<file path="src/pkg/ts_descr_pkg.sv">
// Shared constants and carrier types for the transport stream descrambler.
// Assumes 188-byte packets delivered one byte per beat, sop on byte 0.
package ts_descr_pkg;

  // Stream count for concurrent tuners
  localparam int         NSTREAM    = 2;
  // Packet geometry, byte indices within a packet
  localparam logic [7:0] PKT_LAST   = 8'hBB;   // Byte 187
  localparam logic [7:0] TSC_IDX    = 8'h03;   // Scramble control byte
  localparam logic [7:0] ALEN_IDX   = 8'h04;   // Adaptation length byte
  localparam logic [7:0] PAY_PLAIN  = 8'h04;   // Payload start, no adaptation
  localparam logic [7:0] PAY_ADAPT  = 8'h05;   // Added to adaptation length
  localparam logic [7:0] PAY_NONE   = 8'hBC;   // No payload in packet
  localparam logic [7:0] ALEN_MAX   = 8'hB7;   // Largest sane adaptation
  // Field positions inside the scramble control byte
  localparam int         TSC_MSB    = 7;
  localparam int         AFC_MSB    = 5;
  // Scramble and adaptation control codes
  localparam logic [1:0] TSC_EVEN   = 2'h2;
  localparam logic [1:0] TSC_ODD    = 2'h3;
  localparam logic [1:0] AFC_PAY    = 2'h1;
  localparam logic [1:0] AFC_BOTH   = 2'h3;
  // Cipher shape
  localparam int         ROUNDS     = 8;
  localparam logic [63:0] CBC_IV    = 64'h0;   // Plain default chain seed
  localparam logic [3:0] BLK_BYTES  = 4'h8;
  // Output buffer depth in bytes
  localparam int         FIFO_DEPTH = 16;

  // One byte of stream with its framing
  typedef struct packed {
    logic       sop;
    logic [0:0] sid;
    logic [7:0] data;
  } ts_beat_s;

  // Input take / byte emit flow
  typedef enum logic [0:0] {
    S_TAKE = 1'b0,
    S_EMIT = 1'b1
  } flow_e;

endpackage : ts_descr_pkg
</file>
<file path="src/design/beat_fifo.sv">
// Generic valid/ready FIFO, width and depth set by parameters.
// Assumes one clock; depth is a power of two.
`timescale 1ns/1ns
module beat_fifo #(
  parameter int WIDTH = 10,
  parameter int DEPTH = 16
) (
  input  wire logic             clk_sys,
  input  wire logic             nrst,
  input  wire logic             in_valid,
  output logic                  in_ready,
  input  wire logic [WIDTH-1:0] in_data,
  output logic                  out_valid,
  input  wire logic             out_ready,
  output logic [WIDTH-1:0]      out_data
);
  localparam int AW = $clog2(DEPTH);

  logic [WIDTH-1:0] mem [DEPTH];   // Storage
  logic [AW-1:0]    wr_ptr;        // Next write slot
  logic [AW-1:0]    rd_ptr;        // Next read slot
  logic [AW:0]      fill;          // Words held
  wire              push = in_valid && in_ready;
  wire              pop  = out_valid && out_ready;

  // Full and empty straight from the fill count
  // Compare at full fill width; a narrower depth constant wraps to zero
  assign in_ready  = (fill != (AW+1)'(DEPTH));
  assign out_valid = (fill != '0);
  assign out_data  = mem[rd_ptr];

  // Storage write, no reset needed on data
  always_ff @(posedge clk_sys) begin
    if (push) begin
      mem[wr_ptr] <= in_data;
    end
  end

  // Pointers and fill level
  always_ff @(posedge clk_sys or negedge nrst) begin
    if (!nrst) begin
      wr_ptr <= '0;
      rd_ptr <= '0;
      fill   <= '0;
    end else begin
      if (push) wr_ptr <= wr_ptr + 1'b1;
      if (pop)  rd_ptr <= rd_ptr + 1'b1;
      if (push && !pop) fill <= fill + 1'b1;
      else if (pop && !push) fill <= fill - 1'b1;
    end
  end

endmodule : beat_fifo

</file>
<file path="src/design/ts_descrambler.sv">
// Transport stream packet descrambler with per-stream even/odd key banks.
// Assumes byte-wide packets from a demultiplexer on the same clock and
// key pairs from ECM logic; the block cipher core is a keyed stand-in.
`timescale 1ns/1ns
module ts_descrambler (
  input  wire logic                 clk_sys,
  input  wire logic                 nrst,
  input  wire logic [255:0]         sys_key,
  input  wire logic                 key_wr,
  input  wire logic [0:0]           key_sid,
  input  wire logic [63:0]          key_even,
  input  wire logic [63:0]          key_odd,
  input  wire logic                 in_valid,
  output logic                      in_ready,
  input  wire ts_descr_pkg::ts_beat_s in_beat,
  output logic                      out_valid,
  input  wire logic                 out_ready,
  output ts_descr_pkg::ts_beat_s    out_beat
);

  // Keyed Feistel stand-in; inverse runs reversed keys on swapped halves
  function automatic logic [63:0] cipher_core(input logic [63:0] x,
      input logic [63:0] dk, input logic [255:0] sk, input logic inv);
    logic [31:0] l;
    logic [31:0] r;
    logic [31:0] t;
    logic [31:0] rk;
    int          k;
    l = inv ? x[31:0] : x[63:32];
    r = inv ? x[63:32] : x[31:0];
    for (int i = 0; i < ts_descr_pkg::ROUNDS; i++) begin
      k  = inv ? ts_descr_pkg::ROUNDS - 1 - i : i;
      rk = sk[32*k +: 32] ^ (k[0] ? dk[31:0] : dk[63:32]);
      t  = r + rk;
      t  = t ^ {t[26:0], t[31:27]} ^ {t[15:0], t[31:16]};
      t  = l ^ t;
      l  = r;
      r  = t;
    end
    return inv ? {r, l} : {l, r};
  endfunction : cipher_core

  // Key banks: live pair, pending pair, per stream
  logic [63:0] bank_even [ts_descr_pkg::NSTREAM];
  logic [63:0] bank_odd  [ts_descr_pkg::NSTREAM];
  logic [63:0] pend_even [ts_descr_pkg::NSTREAM];
  logic [63:0] pend_odd  [ts_descr_pkg::NSTREAM];
  logic [ts_descr_pkg::NSTREAM-1:0] bank_ok;   // ECM key seen
  logic [ts_descr_pkg::NSTREAM-1:0] pend_ok;   // Pair waiting

  // Packet context
  ts_descr_pkg::flow_e state;
  logic [7:0]  idx;        // Byte index of next byte
  logic [0:0]  pkt_sid;    // Stream of current packet
  logic        scr;        // Packet is being descrambled
  logic        use_odd;    // Odd key selected
  logic [1:0]  afc;        // Adaptation control
  logic [7:0]  pay_start;  // First payload byte index
  logic [63:0] act_even;   // Key pair frozen for packet
  logic [63:0] act_odd;
  logic [63:0] chain;      // Previous cipher block
  logic [55:0] blk;        // Partial block bytes
  logic [2:0]  blk_cnt;    // Bytes in partial block
  // Emit buffer
  logic [63:0] ob;
  logic [3:0]  ob_cnt;
  logic        ob_sop;
  logic [0:0]  ob_sid;

  // Handshake with the output buffer
  logic        fifo_in_ready;
  ts_descr_pkg::ts_beat_s fifo_in;

  // Decode of the incoming beat
  wire         take     = in_valid && (state == ts_descr_pkg::S_TAKE);
  wire [7:0]   cur_idx  = in_beat.sop ? 8'h00 : idx;
  wire [7:0]   byte_in  = in_beat.data;
  wire [1:0]   tsc_in   = byte_in[ts_descr_pkg::TSC_MSB -: 2];
  wire [1:0]   afc_in   = byte_in[ts_descr_pkg::AFC_MSB -: 2];
  wire         is_pay   = scr && !in_beat.sop && (cur_idx >= pay_start);
  wire         is_last  = (cur_idx == ts_descr_pkg::PKT_LAST);
  wire         blk_full = (blk_cnt == 3'h7);
  wire [63:0]  blk_in   = {blk, byte_in};
  wire [63:0]  data_key = use_odd ? act_odd : act_even;
  wire [63:0]  keystrm  = cipher_core(chain, data_key, sys_key, 1'b0);
  wire [63:0]  res_al   = blk_in << {(3'h7 - blk_cnt), 3'h0};
  wire [63:0]  dec_blk  = cipher_core(blk_in, data_key, sys_key, 1'b1)
                          ^ chain;
  wire         key_ok_in = bank_ok[pkt_sid];
  wire [7:0]   adapt_end = (byte_in > ts_descr_pkg::ALEN_MAX) ?
                           ts_descr_pkg::PAY_NONE :
                           byte_in + ts_descr_pkg::PAY_ADAPT;

  assign in_ready = (state == ts_descr_pkg::S_TAKE);
  assign fifo_in  = '{sop: ob_sop, sid: ob_sid, data: ob[63:56]};

  // Key banks, one per stream
  for (genvar s = 0; s < ts_descr_pkg::NSTREAM; s++) begin : g_bank
    wire wr_me  = key_wr && (key_sid == 1'(s));
    wire sop_me = take && in_beat.sop && (in_beat.sid == 1'(s));
    // Pending pair is promoted only at a packet start
    always_ff @(posedge clk_sys or negedge nrst) begin
      if (!nrst) begin
        bank_even[s] <= '0;
        bank_odd[s]  <= '0;
        pend_even[s] <= '0;
        pend_odd[s]  <= '0;
        bank_ok[s]   <= 1'b0;
        pend_ok[s]   <= 1'b0;
      end else begin
        if (sop_me && pend_ok[s]) begin
          bank_even[s] <= pend_even[s];
          bank_odd[s]  <= pend_odd[s];
          bank_ok[s]   <= 1'b1;
        end
        // A write in the promote cycle stays pending: set beats clear
        if (wr_me) begin
          pend_even[s] <= key_even;
          pend_odd[s]  <= key_odd;
          pend_ok[s]   <= 1'b1;
        end else if (sop_me) begin
          pend_ok[s]   <= 1'b0;
        end
      end
    end
  end

  // Packet context capture
  always_ff @(posedge clk_sys or negedge nrst) begin
    if (!nrst) begin
      idx       <= '0;
      pkt_sid   <= '0;
      scr       <= 1'b0;
      use_odd   <= 1'b0;
      afc       <= '0;
      pay_start <= ts_descr_pkg::PAY_NONE;
      act_even  <= '0;
      act_odd   <= '0;
    end else if (take) begin
      idx <= cur_idx + 8'h01;
      if (in_beat.sop) begin
        pkt_sid   <= in_beat.sid;
        scr       <= 1'b0;
        pay_start <= ts_descr_pkg::PAY_NONE;
        act_even  <= pend_ok[in_beat.sid] ? pend_even[in_beat.sid]
                                          : bank_even[in_beat.sid];
        act_odd   <= pend_ok[in_beat.sid] ? pend_odd[in_beat.sid]
                                          : bank_odd[in_beat.sid];
      end
      if (cur_idx == ts_descr_pkg::TSC_IDX) begin
        // Clear, reserved, or no key yet: pass through
        scr     <= tsc_in[1] && key_ok_in;
        use_odd <= (tsc_in == ts_descr_pkg::TSC_ODD);
        afc     <= afc_in;
        pay_start <= (afc_in == ts_descr_pkg::AFC_PAY) ?
                     ts_descr_pkg::PAY_PLAIN : ts_descr_pkg::PAY_NONE;
      end
      if (cur_idx == ts_descr_pkg::ALEN_IDX &&
          afc == ts_descr_pkg::AFC_BOTH) begin
        pay_start <= adapt_end;
      end
    end
  end

  // Block gather, decipher and emit
  always_ff @(posedge clk_sys or negedge nrst) begin
    if (!nrst) begin
      state   <= ts_descr_pkg::S_TAKE;
      chain   <= ts_descr_pkg::CBC_IV;
      blk     <= '0;
      blk_cnt <= '0;
      ob      <= '0;
      ob_cnt  <= '0;
      ob_sop  <= 1'b0;
      ob_sid  <= '0;
    end else begin
      unique case (state)
        ts_descr_pkg::S_TAKE: begin
          if (take && !is_pay) begin
            // Header and clear bytes go out untouched
            ob     <= {byte_in, 56'h0};
            ob_cnt <= 4'h1;
            ob_sop <= in_beat.sop;
            ob_sid <= in_beat.sop ? in_beat.sid : pkt_sid;
            state  <= ts_descr_pkg::S_EMIT;
            if (in_beat.sop) begin
              chain   <= ts_descr_pkg::CBC_IV;
              blk_cnt <= '0;
            end
          end else if (take && blk_full) begin
            ob      <= dec_blk;
            ob_cnt  <= ts_descr_pkg::BLK_BYTES;
            ob_sop  <= 1'b0;
            ob_sid  <= pkt_sid;
            chain   <= blk_in;
            blk_cnt <= '0;
            state   <= ts_descr_pkg::S_EMIT;
          end else if (take && is_last) begin
            // Tail below one block: keystream, not block cipher
            ob      <= res_al ^ keystrm;
            ob_cnt  <= {1'b0, blk_cnt} + 4'h1;
            ob_sop  <= 1'b0;
            ob_sid  <= pkt_sid;
            blk_cnt <= '0;
            state   <= ts_descr_pkg::S_EMIT;
          end else if (take) begin
            blk     <= blk_in[55:0];
            blk_cnt <= blk_cnt + 3'h1;
          end
        end
        ts_descr_pkg::S_EMIT: begin
          // Drains one byte per accepted beat; stalls on a full buffer
          if (fifo_in_ready) begin
            ob     <= {ob[55:0], 8'h00};
            ob_cnt <= ob_cnt - 4'h1;
            ob_sop <= 1'b0;
            if (ob_cnt == 4'h1) state <= ts_descr_pkg::S_TAKE;
          end
        end
      endcase
    end
  end

  // Output buffer between emit stage and the consumer
  beat_fifo #(
    .WIDTH ($bits(ts_descr_pkg::ts_beat_s)),
    .DEPTH (ts_descr_pkg::FIFO_DEPTH)
  ) u_out_fifo (
    .clk_sys   (clk_sys),
    .nrst      (nrst),
    .in_valid  (state == ts_descr_pkg::S_EMIT),
    .in_ready  (fifo_in_ready),
    .in_data   (fifo_in),
    .out_valid (out_valid),
    .out_ready (out_ready),
    .out_data  (out_beat)
  );
endmodule : ts_descrambler

</file>
<file path="config.mk">
export PLATFORM = sky130hd
export DESIGN_NAME = ts_descrambler
export DESIGN_NICKNAME = d
export VERILOG_FILES = /design/src/pkg/ts_descr_pkg.sv /design/src/design/beat_fifo.sv /design/src/design/ts_descrambler.sv
export SDC_FILE = /design/constraint.sdc
export NUM_CORES = 2
export LEC_CHECK = 0
export BUFFER_PORTS_ARGS = -buffer_cell sky130_fd_sc_hd__clkbuf_2
export CORE_MARGIN = 1.5
export CORE_UTILIZATION = 55
export CTS_BUF_LIST = sky130_fd_sc_hd__clkbuf_8
export DETAILED_ROUTE_END_ITERATION = 16
export GPL_TIMING_DRIVEN = 0
export PLACE_DENSITY = 0.73
export SETUP_SLACK_MARGIN = 0.15
export SLEW_MARGIN = 15
export SYNTH_ARGS = -nofsm -noshare
export SYNTH_HDL_FRONTEND = slang
export SYNTH_HIERARCHICAL = 1
export SYNTH_SLANG_ARGS = --single-unit
</file>
<file path="constraint.sdc">
create_clock -name clk_sys -period 117 [get_ports clk_sys]
set_input_delay 17.55 -clock clk_sys [delete_from_list [all_inputs] [get_ports clk_sys]]
set_output_delay 17.55 -clock clk_sys [all_outputs]
set_load 0.02 [all_outputs]
</file>
== Yosys cells after proc, flatten, opt, wreduce, memory -nomap -nowiden ==
Memory sizes are Yosys's and may differ from the RTL's.
Index checks and enable logic that the tools add are counted.
Operators by class
  add/subtract/negate cells: 26
  $lt $le $gt $ge: 5
  eq/ne operators: 12
  shift-type cells: 1
  mux-type cells: 68
  bitwise logic cells: 65
  reductions and logical operators: 41
Operators with widths (number)
  $xor A32 B32 Y32: 56
  $mux W64: 22
  $add A32 B32 Y32: 16
  $pmux W64 S2: 1
  $xor A64 B64 Y64: 2
  $shl A64 B6 Y64: 1
  $mux W8: 6
  $mux W1: 25
  $logic_and A1 B1 Y1: 19
  $mux W4: 4
  $mux W3: 5
  $reduce_and A2 Y1: 6
  $mux W5: 2
  $reduce_bool A2 Y1: 5
  $add A4 B1 Y4 const B: 2
  $add A8 B1 Y8 const B: 1
  $add A8 B3 Y8 const B: 1
  $eq A8 B2 Y1 const B: 1
  $eq A8 B3 Y1 const B: 1
  $eq A8 B8 Y1 const B: 1
  $ge A8 B8 Y1: 1
  $gt A8 B8 Y1 const B: 1
  $pmux W4 S2: 1
  $not A1 Y1: 6
  24 further kinds: 32
Storage, ports and cells
  bits in registers: 872
  RAM bits: 160
  bits of input ports: 400
  logic and storage cells: 250
  memories kept: 1
Memory list
  u_out_fifo.mem: words 16, bits a word 10, rd ports 1, clocked after Yosys merged registers in 0, write ports 1, line beat_fifo.sv:19  | logic [WIDTH-1:0] mem [DEPTH];

== Logic depth before layout (Yosys ltp) ==
  word-level depth: 39
  depth in mapped cells: 285
  mapped depth without buffers: 282

== By module ==
The synthesis kept the hierarchy.
By module, submodules not included
  ts_descrambler: instances 1, cells an instance 8251, area each 79142.2 sq um, sequential area each 21501.9 sq um
  beat_fifo: instances 1, cells an instance 373, area each 6936.7 sq um, sequential area each 5129.9 sq um

== Worst setup path after synthesis ==
Ideal clock, no wire load.
  path type: input -> register
  start: in sys_key[224]
  end: reg ob[62]
  library setup time: 0.126 ns
  data arrival time: 57.018 ns
  required time: 116.874 ns
  slack: 59.856 ns
  stages: 267
  path buffers: 0
  path through: xnor2_1 -> ha_1 -> inv_1 -> fa_1 -> nor2b_1 -> o21ai_0 -> a21boi_0 -> o21ai_0 -> a21boi_0 -> o21ai_0 -> nand2b_1 -> a21o_1 -> a21o_1 -> a21o_1 -> a21oi_1 -> nor2b_1 -> o21ai_0 -> a21boi_0 -> [231 not listed] -> o21ai_0 -> a21oi_1 -> o21ai_0 -> a21oi_1 -> o21ai_0 -> a21oi_1 -> o21ai_0 -> a21oi_1 -> o21bai_1 -> a21o_1 -> a21oi_1 -> xnor2_1 -> xor2_1 -> xnor2_1 -> xnor2_1 -> o221ai_1 -> a21oi_1 -> a221o_1
On the way
  word-level cells in the longest chain between the ends: 37
RTL lines
  from (decl): line ts_descrambler.sv:8  | input wire logic [255:0] sys_key,
  $xor A32 B32 Y32 (*): line ts_descrambler.sv:33  | rk = sk[32*k +: 32] ^ (k[0] ? dk[31:0] : dk[63:32]);
  $add A32 B32 Y32 (*): line ts_descrambler.sv:34  | t = r + rk;
  $xor A32 B32 Y32: line ts_descrambler.sv:35  | t = t ^ {t[26:0], t[31:27]} ^ {t[15:0], t[31:16]};
  $xor A32 B32 Y32 (*): line ts_descrambler.sv:35
  $xor A32 B32 Y32 (*): line ts_descrambler.sv:36  | t = l ^ t;
  $add A32 B32 Y32: line ts_descrambler.sv:34
  $xor A32 B32 Y32 (2 in a row): line ts_descrambler.sv:35
  $xor A32 B32 Y32: line ts_descrambler.sv:36
  [19 not listed]
  $xor A32 B32 Y32: line ts_descrambler.sv:36
  $add A32 B32 Y32: line ts_descrambler.sv:34
  $xor A32 B32 Y32 (2 in a row): line ts_descrambler.sv:35
  $xor A32 B32 Y32 (*): line ts_descrambler.sv:36
  $xor A64 B64 Y64 (*): line ts_descrambler.sv:88  | ^ chain;
  $mux W64 (*): line ts_descrambler.sv:190  | end else if (take && blk_full) begin
  $mux W64 (*): line ts_descrambler.sv:179  | if (take && !is_pay) begin
  $pmux W64 S2 (*): line ts_descrambler.sv:177  | unique case (state)
  to (signal assigned): line ts_descrambler.sv:181  | ob <= {byte_in, 56'h0};
  to (signal assigned): line ts_descrambler.sv:191  | ob <= dec_blk;
  to (signal assigned): line ts_descrambler.sv:200  | ob <= res_al ^ keystrm;
  to (decl): line ts_descrambler.sv:65  | logic [63:0] ob;
Every way passes the cells marked *; elsewhere a longest branch is shown, timed or not.
A chain may end at the register's enable or synchronous reset.

== Worst setup path in the final report ==
  start: in sys_key[226]
  end: reg ob[63]
Same word-level chain as after synthesis.

==> run_summary.xml <==
<?xml version="1.0" encoding="UTF-8"?>
<metrics>
  <group name="cells_and_area">
    <metric name="design_area" unit="um2">96830</metric>
    <metric name="register_area" unit="um2">26630</metric>
    <metric name="layout-drive-gt1-share" unit="">0.1828</metric>
    <metric name="multi_input_comb_area" unit="um2">57470</metric>
    <metric name="fill_cells" unit="">12070</metric>
    <metric name="final_nets" unit="">10190</metric>
    <metric name="layout-area-overhead-vs-synth" unit="%">12.49</metric>
  </group>
  <group name="clocking">
    <metric name="cts-hold-fix-buffers" unit="">0</metric>
    <metric name="ctsResizeCount" unit="">0</metric>
    <metric name="tritoncts" unit="">done</metric>
    <metric name="clkLatencyLatePin" unit="ns">1.04</metric>
    <metric name="cts_made_buffers" unit="">161</metric>
    <metric name="cts_sinks" unit="">1032</metric>
    <metric name="cts_root_buffer" unit="">sky130_fd_sc_hd__clkbuf_8</metric>
    <metric name="post-cts-setup-buffers" unit="">0</metric>
    <metric name="clk_pin_slew" unit="ns">0.07</metric>
    <metric name="cts_htree_levels" unit="">4</metric>
    <metric name="cts.path.max_buffers" unit="">3</metric>
  </group>
  <group name="synth">
    <metric name="dominant_combinational_cell_family_by_area_after_synthesis" unit="">XOR/XNOR gates</metric>
    <metric name="synth-main-ff-cell" unit="">sky130_fd_sc_hd__dfrtp_1</metric>
    <metric name="post_synth_inst_count" unit="">8624</metric>
    <metric name="compound_gate_portion_of_the_synthesized_area" unit="">0.1230</metric>
    <metric name="synth_cell_types" unit="">133</metric>
    <metric name="synth.avg_cell_area" unit="um2">9.981</metric>
    <metric name="async_reset_ff_frac" unit="">0.8450</metric>
    <metric name="synthMuxAreaShare" unit="">0.1403</metric>
    <metric name="synth_xor_xnor_area_share" unit="">0.2322</metric>
    <metric name="synth_warnings" unit="">6</metric>
    <metric name="synth-adder-area-share" unit="">0.07838</metric>
    <metric name="synth_enable_flop_cells" unit="">160</metric>
    <metric name="post_synth_and_or_nand_nor_area_fraction" unit="">0.08394</metric>
    <metric name="post_synth_main_area_contributors" unit="">sky130_fd_sc_hd__dfrtp_1 (25%), sky130_fd_sc_hd__xnor2_1 (16%), sky130_fd_sc_hd__mux2_2 (7.9%)</metric>
    <metric name="synth.cell_area" unit="um2">86080</metric>
    <metric name="synth.most_common_cell" unit="">sky130_fd_sc_hd__xnor2_1</metric>
    <metric name="postSynthRegisterBits" unit="">1032</metric>
    <metric name="postSynthNetCount" unit="">9552</metric>
    <metric name="ys_top_cells_by_count" unit="">sky130_fd_sc_hd__xnor2_1 (1540), sky130_fd_sc_hd__dfrtp_1 (867), sky130_fd_sc_hd__nand2_1 (805), sky130_fd_sc_hd__mux2_2 (604), sky130_fd_sc_hd__a21oi_1 (580)</metric>
    <metric name="synthDominantCellAreaShare" unit="">0.2520</metric>
    <metric name="netlist.top_cell.by_area" unit="">sky130_fd_sc_hd__dfrtp_1</metric>
    <metric name="ys_seq_area_frac" unit="">0.3094</metric>
  </group>
  <group name="sta">
    <metric name="worst_pin_slew" unit="ns">1.463</metric>
    <metric name="rsz0062_at_grt" unit="">no</metric>
    <metric name="period_utilisation_layout" unit="">0.6031</metric>
    <metric name="max-slew-margin-rel" unit="">0.02476</metric>
    <metric name="timing.final.max_slew_violations" unit="">0</metric>
    <metric name="final-setup-viol-count" unit="">0</metric>
    <metric name="final_period_minus_worst_setup_slack" unit="ns">70.57</metric>
    <metric name="hold_slack" unit="ns">0.4918</metric>
    <metric name="maximum_clock_skew_at_final_layout" unit="ns">0.1429</metric>
    <metric name="finalHoldViolCount" unit="">0</metric>
    <metric name="fmax" unit="MHz">14.17</metric>
    <metric name="worst_slack" unit="ns">46.43</metric>
    <metric name="setup_total_neg_slack" unit="ns">0</metric>
  </group>
  <group name="die">
    <metric name="row_count" unit="">144</metric>
    <metric name="fp.dieArea" unit="um2">158900</metric>
    <metric name="die_y" unit="um">398.6</metric>
    <metric name="placeableCoreArea" unit="um2">154800</metric>
    <metric name="initial_core_util" unit="">0.5562</metric>
    <metric name="ios" unit="">412</metric>
    <metric name="die_w" unit="um">398.6</metric>
  </group>
  <group name="setup_path">
    <metric name="startpoint" unit="">sys_key[226]</metric>
    <metric name="cp_data_required_time" unit="ns">117.89</metric>
    <metric name="worstPathMaxFanout" unit="">3</metric>
    <metric name="worstPathArrival" unit="ns">71.46</metric>
    <metric name="path_class" unit="">input pin to flip-flop</metric>
    <metric name="timing.critical_path.mode_cell" unit="">sky130_fd_sc_hd__a21oi_1</metric>
    <metric name="endpoint_kind" unit="">flip-flop</metric>
    <metric name="rr_startpoint" unit="">use_odd</metric>
    <metric name="worst-r2r-setup-slack" unit="ns">59.93</metric>
    <metric name="crit_end" unit="">ob[63]</metric>
    <metric name="cp_slowest_cell" unit="">sky130_fd_sc_hd__xnor2_1</metric>
    <metric name="worst_r2r_path_depth" unit="">275</metric>
    <metric name="rr_endpoint" unit="">ob[63]</metric>
    <metric name="crit_path_max_incr_delay" unit="ns">0.91</metric>
    <metric name="cp-start-kind" unit="">input pin</metric>
  </group>
  <group name="global_routing">
    <metric name="grt_first_pass_wirelength" unit="mm">587.6</metric>
    <metric name="initial_antenna_violation_count" unit="">35</metric>
    <metric name="grt_pass1_vias" unit="">74910</metric>
    <metric name="grt.overflow.total" unit="">0</metric>
    <metric name="grt_max_degree" unit="">112</metric>
    <metric name="track_usage" unit="">0.5391</metric>
  </group>
  <group name="placement">
    <metric name="port-buffer-count" unit="">410</metric>
    <metric name="dp_worst_setup_slack" unit="ns">48.27</metric>
    <metric name="post_dp_cell_area" unit="um2">93170</metric>
    <metric name="gpl.final_weighted_congestion" unit="">1.219</metric>
    <metric name="post-dp-hpwl" unit="mm">347.1</metric>
  </group>
  <group name="route">
    <metric name="vias_per_cell" unit="">6.809</metric>
    <metric name="drt-initial-drc-count" unit="">11850</metric>
    <metric name="drt.antenna.violating_nets" unit="">0</metric>
    <metric name="routed_wire_length" unit="mm">438.1</metric>
    <metric name="drc" unit="">0</metric>
    <metric name="via_count" unit="">78110</metric>
    <metric name="drt-wirelength-per-cell" unit="um">38.19</metric>
    <metric name="detailedRoute.firstPassIterationCount" unit="">7</metric>
  </group>
  <group name="hold_path">
    <metric name="hold_class" unit="">flip-flop to flip-flop</metric>
  </group>
  <group name="run">
    <metric name="drv_cap" unit="">0</metric>
  </group>
  <group name="run_status">
    <metric name="run_status" unit="">completed</metric>
  </group>
</metrics>
## placed cells by master, fill, tap and decap left out, types with 57 or more instances in the layout
master | synthesis | final
sky130_fd_sc_hd__xor2_1 | 574 | 573
sky130_fd_sc_hd__a21o_1 | 150 | 150
sky130_fd_sc_hd__o21ai_0 | 259 | 259
sky130_fd_sc_hd__clkbuf_2 | 1 | 414
sky130_fd_sc_hd__o21bai_1 | 245 | 245
sky130_fd_sc_hd__ha_1 | 515 | 515
sky130_fd_sc_hd__mux4_2 | 167 | 167
sky130_fd_sc_hd__nand3_1 | 136 | 136
sky130_fd_sc_hd__edfxtp_1 | 160 | 160
sky130_fd_sc_hd__inv_1 | 378 | 431
sky130_fd_sc_hd__nand4_1 | 57 | 57
sky130_fd_sc_hd__xnor2_1 | 1540 | 1532
sky130_fd_sc_hd__nand2_1 | 805 | 805
sky130_fd_sc_hd__dfrtp_1 | 867 | 867
sky130_fd_sc_hd__mux2i_1 | 149 | 85
sky130_fd_sc_hd__nor2_1 | 300 | 300
sky130_fd_sc_hd__clkbuf_1 | 248 | 246
sky130_fd_sc_hd__mux2i_4 | 0 | 59
sky130_fd_sc_hd__a21oi_1 | 580 | 580
sky130_fd_sc_hd__mux2_2 | 604 | 604
sky130_fd_sc_hd__clkbuf_8 | 0 | 198
## how the worst min path moves through the flow
stage / from / to / slack [ns] / cells after the start
CTS: pend_even[118] / bank_even[118] / 0.48 / 1
global route: pend_even[120] / bank_even[120] / 0.51 / 1
detailed placement: ob[41] / ob[41] / 0.48 / 1
finish: ob[41] / ob[41] / 0.49 / 1
global placement: bank_ok[0] / bank_ok[0] / 0.45 / 1
floorplan: bank_ok[1] / bank_ok[1] / 0.43 / 1
## through the flow
step	util	cells
6_report	0.6257	11470
5_1_grt	0.6254	11450
4_1_cts	0.6250	11440
3_5_place_dp	0.6020	11150
3_3_place_gp	0.5860	11080
2_1_floorplan	-	8624
## flip-flops by register name, summed over array words and instances (netlist names), 4 cells and up
name and count:
ob 64, blk 56, u_out_fifo/rd_ptr 4, idx 8, pay_start 8, bank_even 128, bank_odd 128, pend_odd 128
act_odd 64, u_out_fifo/mem 160, u_out_fifo/fill 5, ob_cnt 4, pend_even 128, u_out_fifo/wr_ptr 4, act_even 64, chain 64
## area by class of cell
cell class                 instances  area share
clock inverter                    98    0.008748
clock buffer                     197     0.02800
tap                             2044     0.02641
timing repair buffer             479     0.03829
antenna                           30   0.0007753
sequential                      1032      0.2750
inverter                         382     0.01481
multi-input combinational       6882      0.5935
buffer                           328     0.01441
## per-layer routing
layer	global-route usage	routed length, um	up-vias
li1	-	-	31450
met1	0.6363	151900	37830
met2	0.7546	175300	6732
met3	0.2166	61980	2082
met4	0.4747	48760	18
met5	0.007264	274	-
## critical path, delay by kind of cell
kind,cells,cell delay [ns]
simple gates,22,2.46
xor+xnor,24,9.33
buf+inv,5,0.50
fa+ha+maj,8,2.87
compound gates,210,38.66
## cells by family (layout without fill, tap and decap cells)
group	Yosys count	count (layout)
AO/OA/AOI/OAI	1641	1641
flip-flops	1032	1032
other	0	30
adder cells (fa/ha/maj)	532	532
XOR/XNOR	2179	2179
AND/OR/NAND/NOR	1608	1608
buffers and inverters	710	1484
multiplexers	922	922
Power is left out: the tool's default activity adds up to more than one toggle a clock period on the data nets, which glitch-free logic cannot reach.
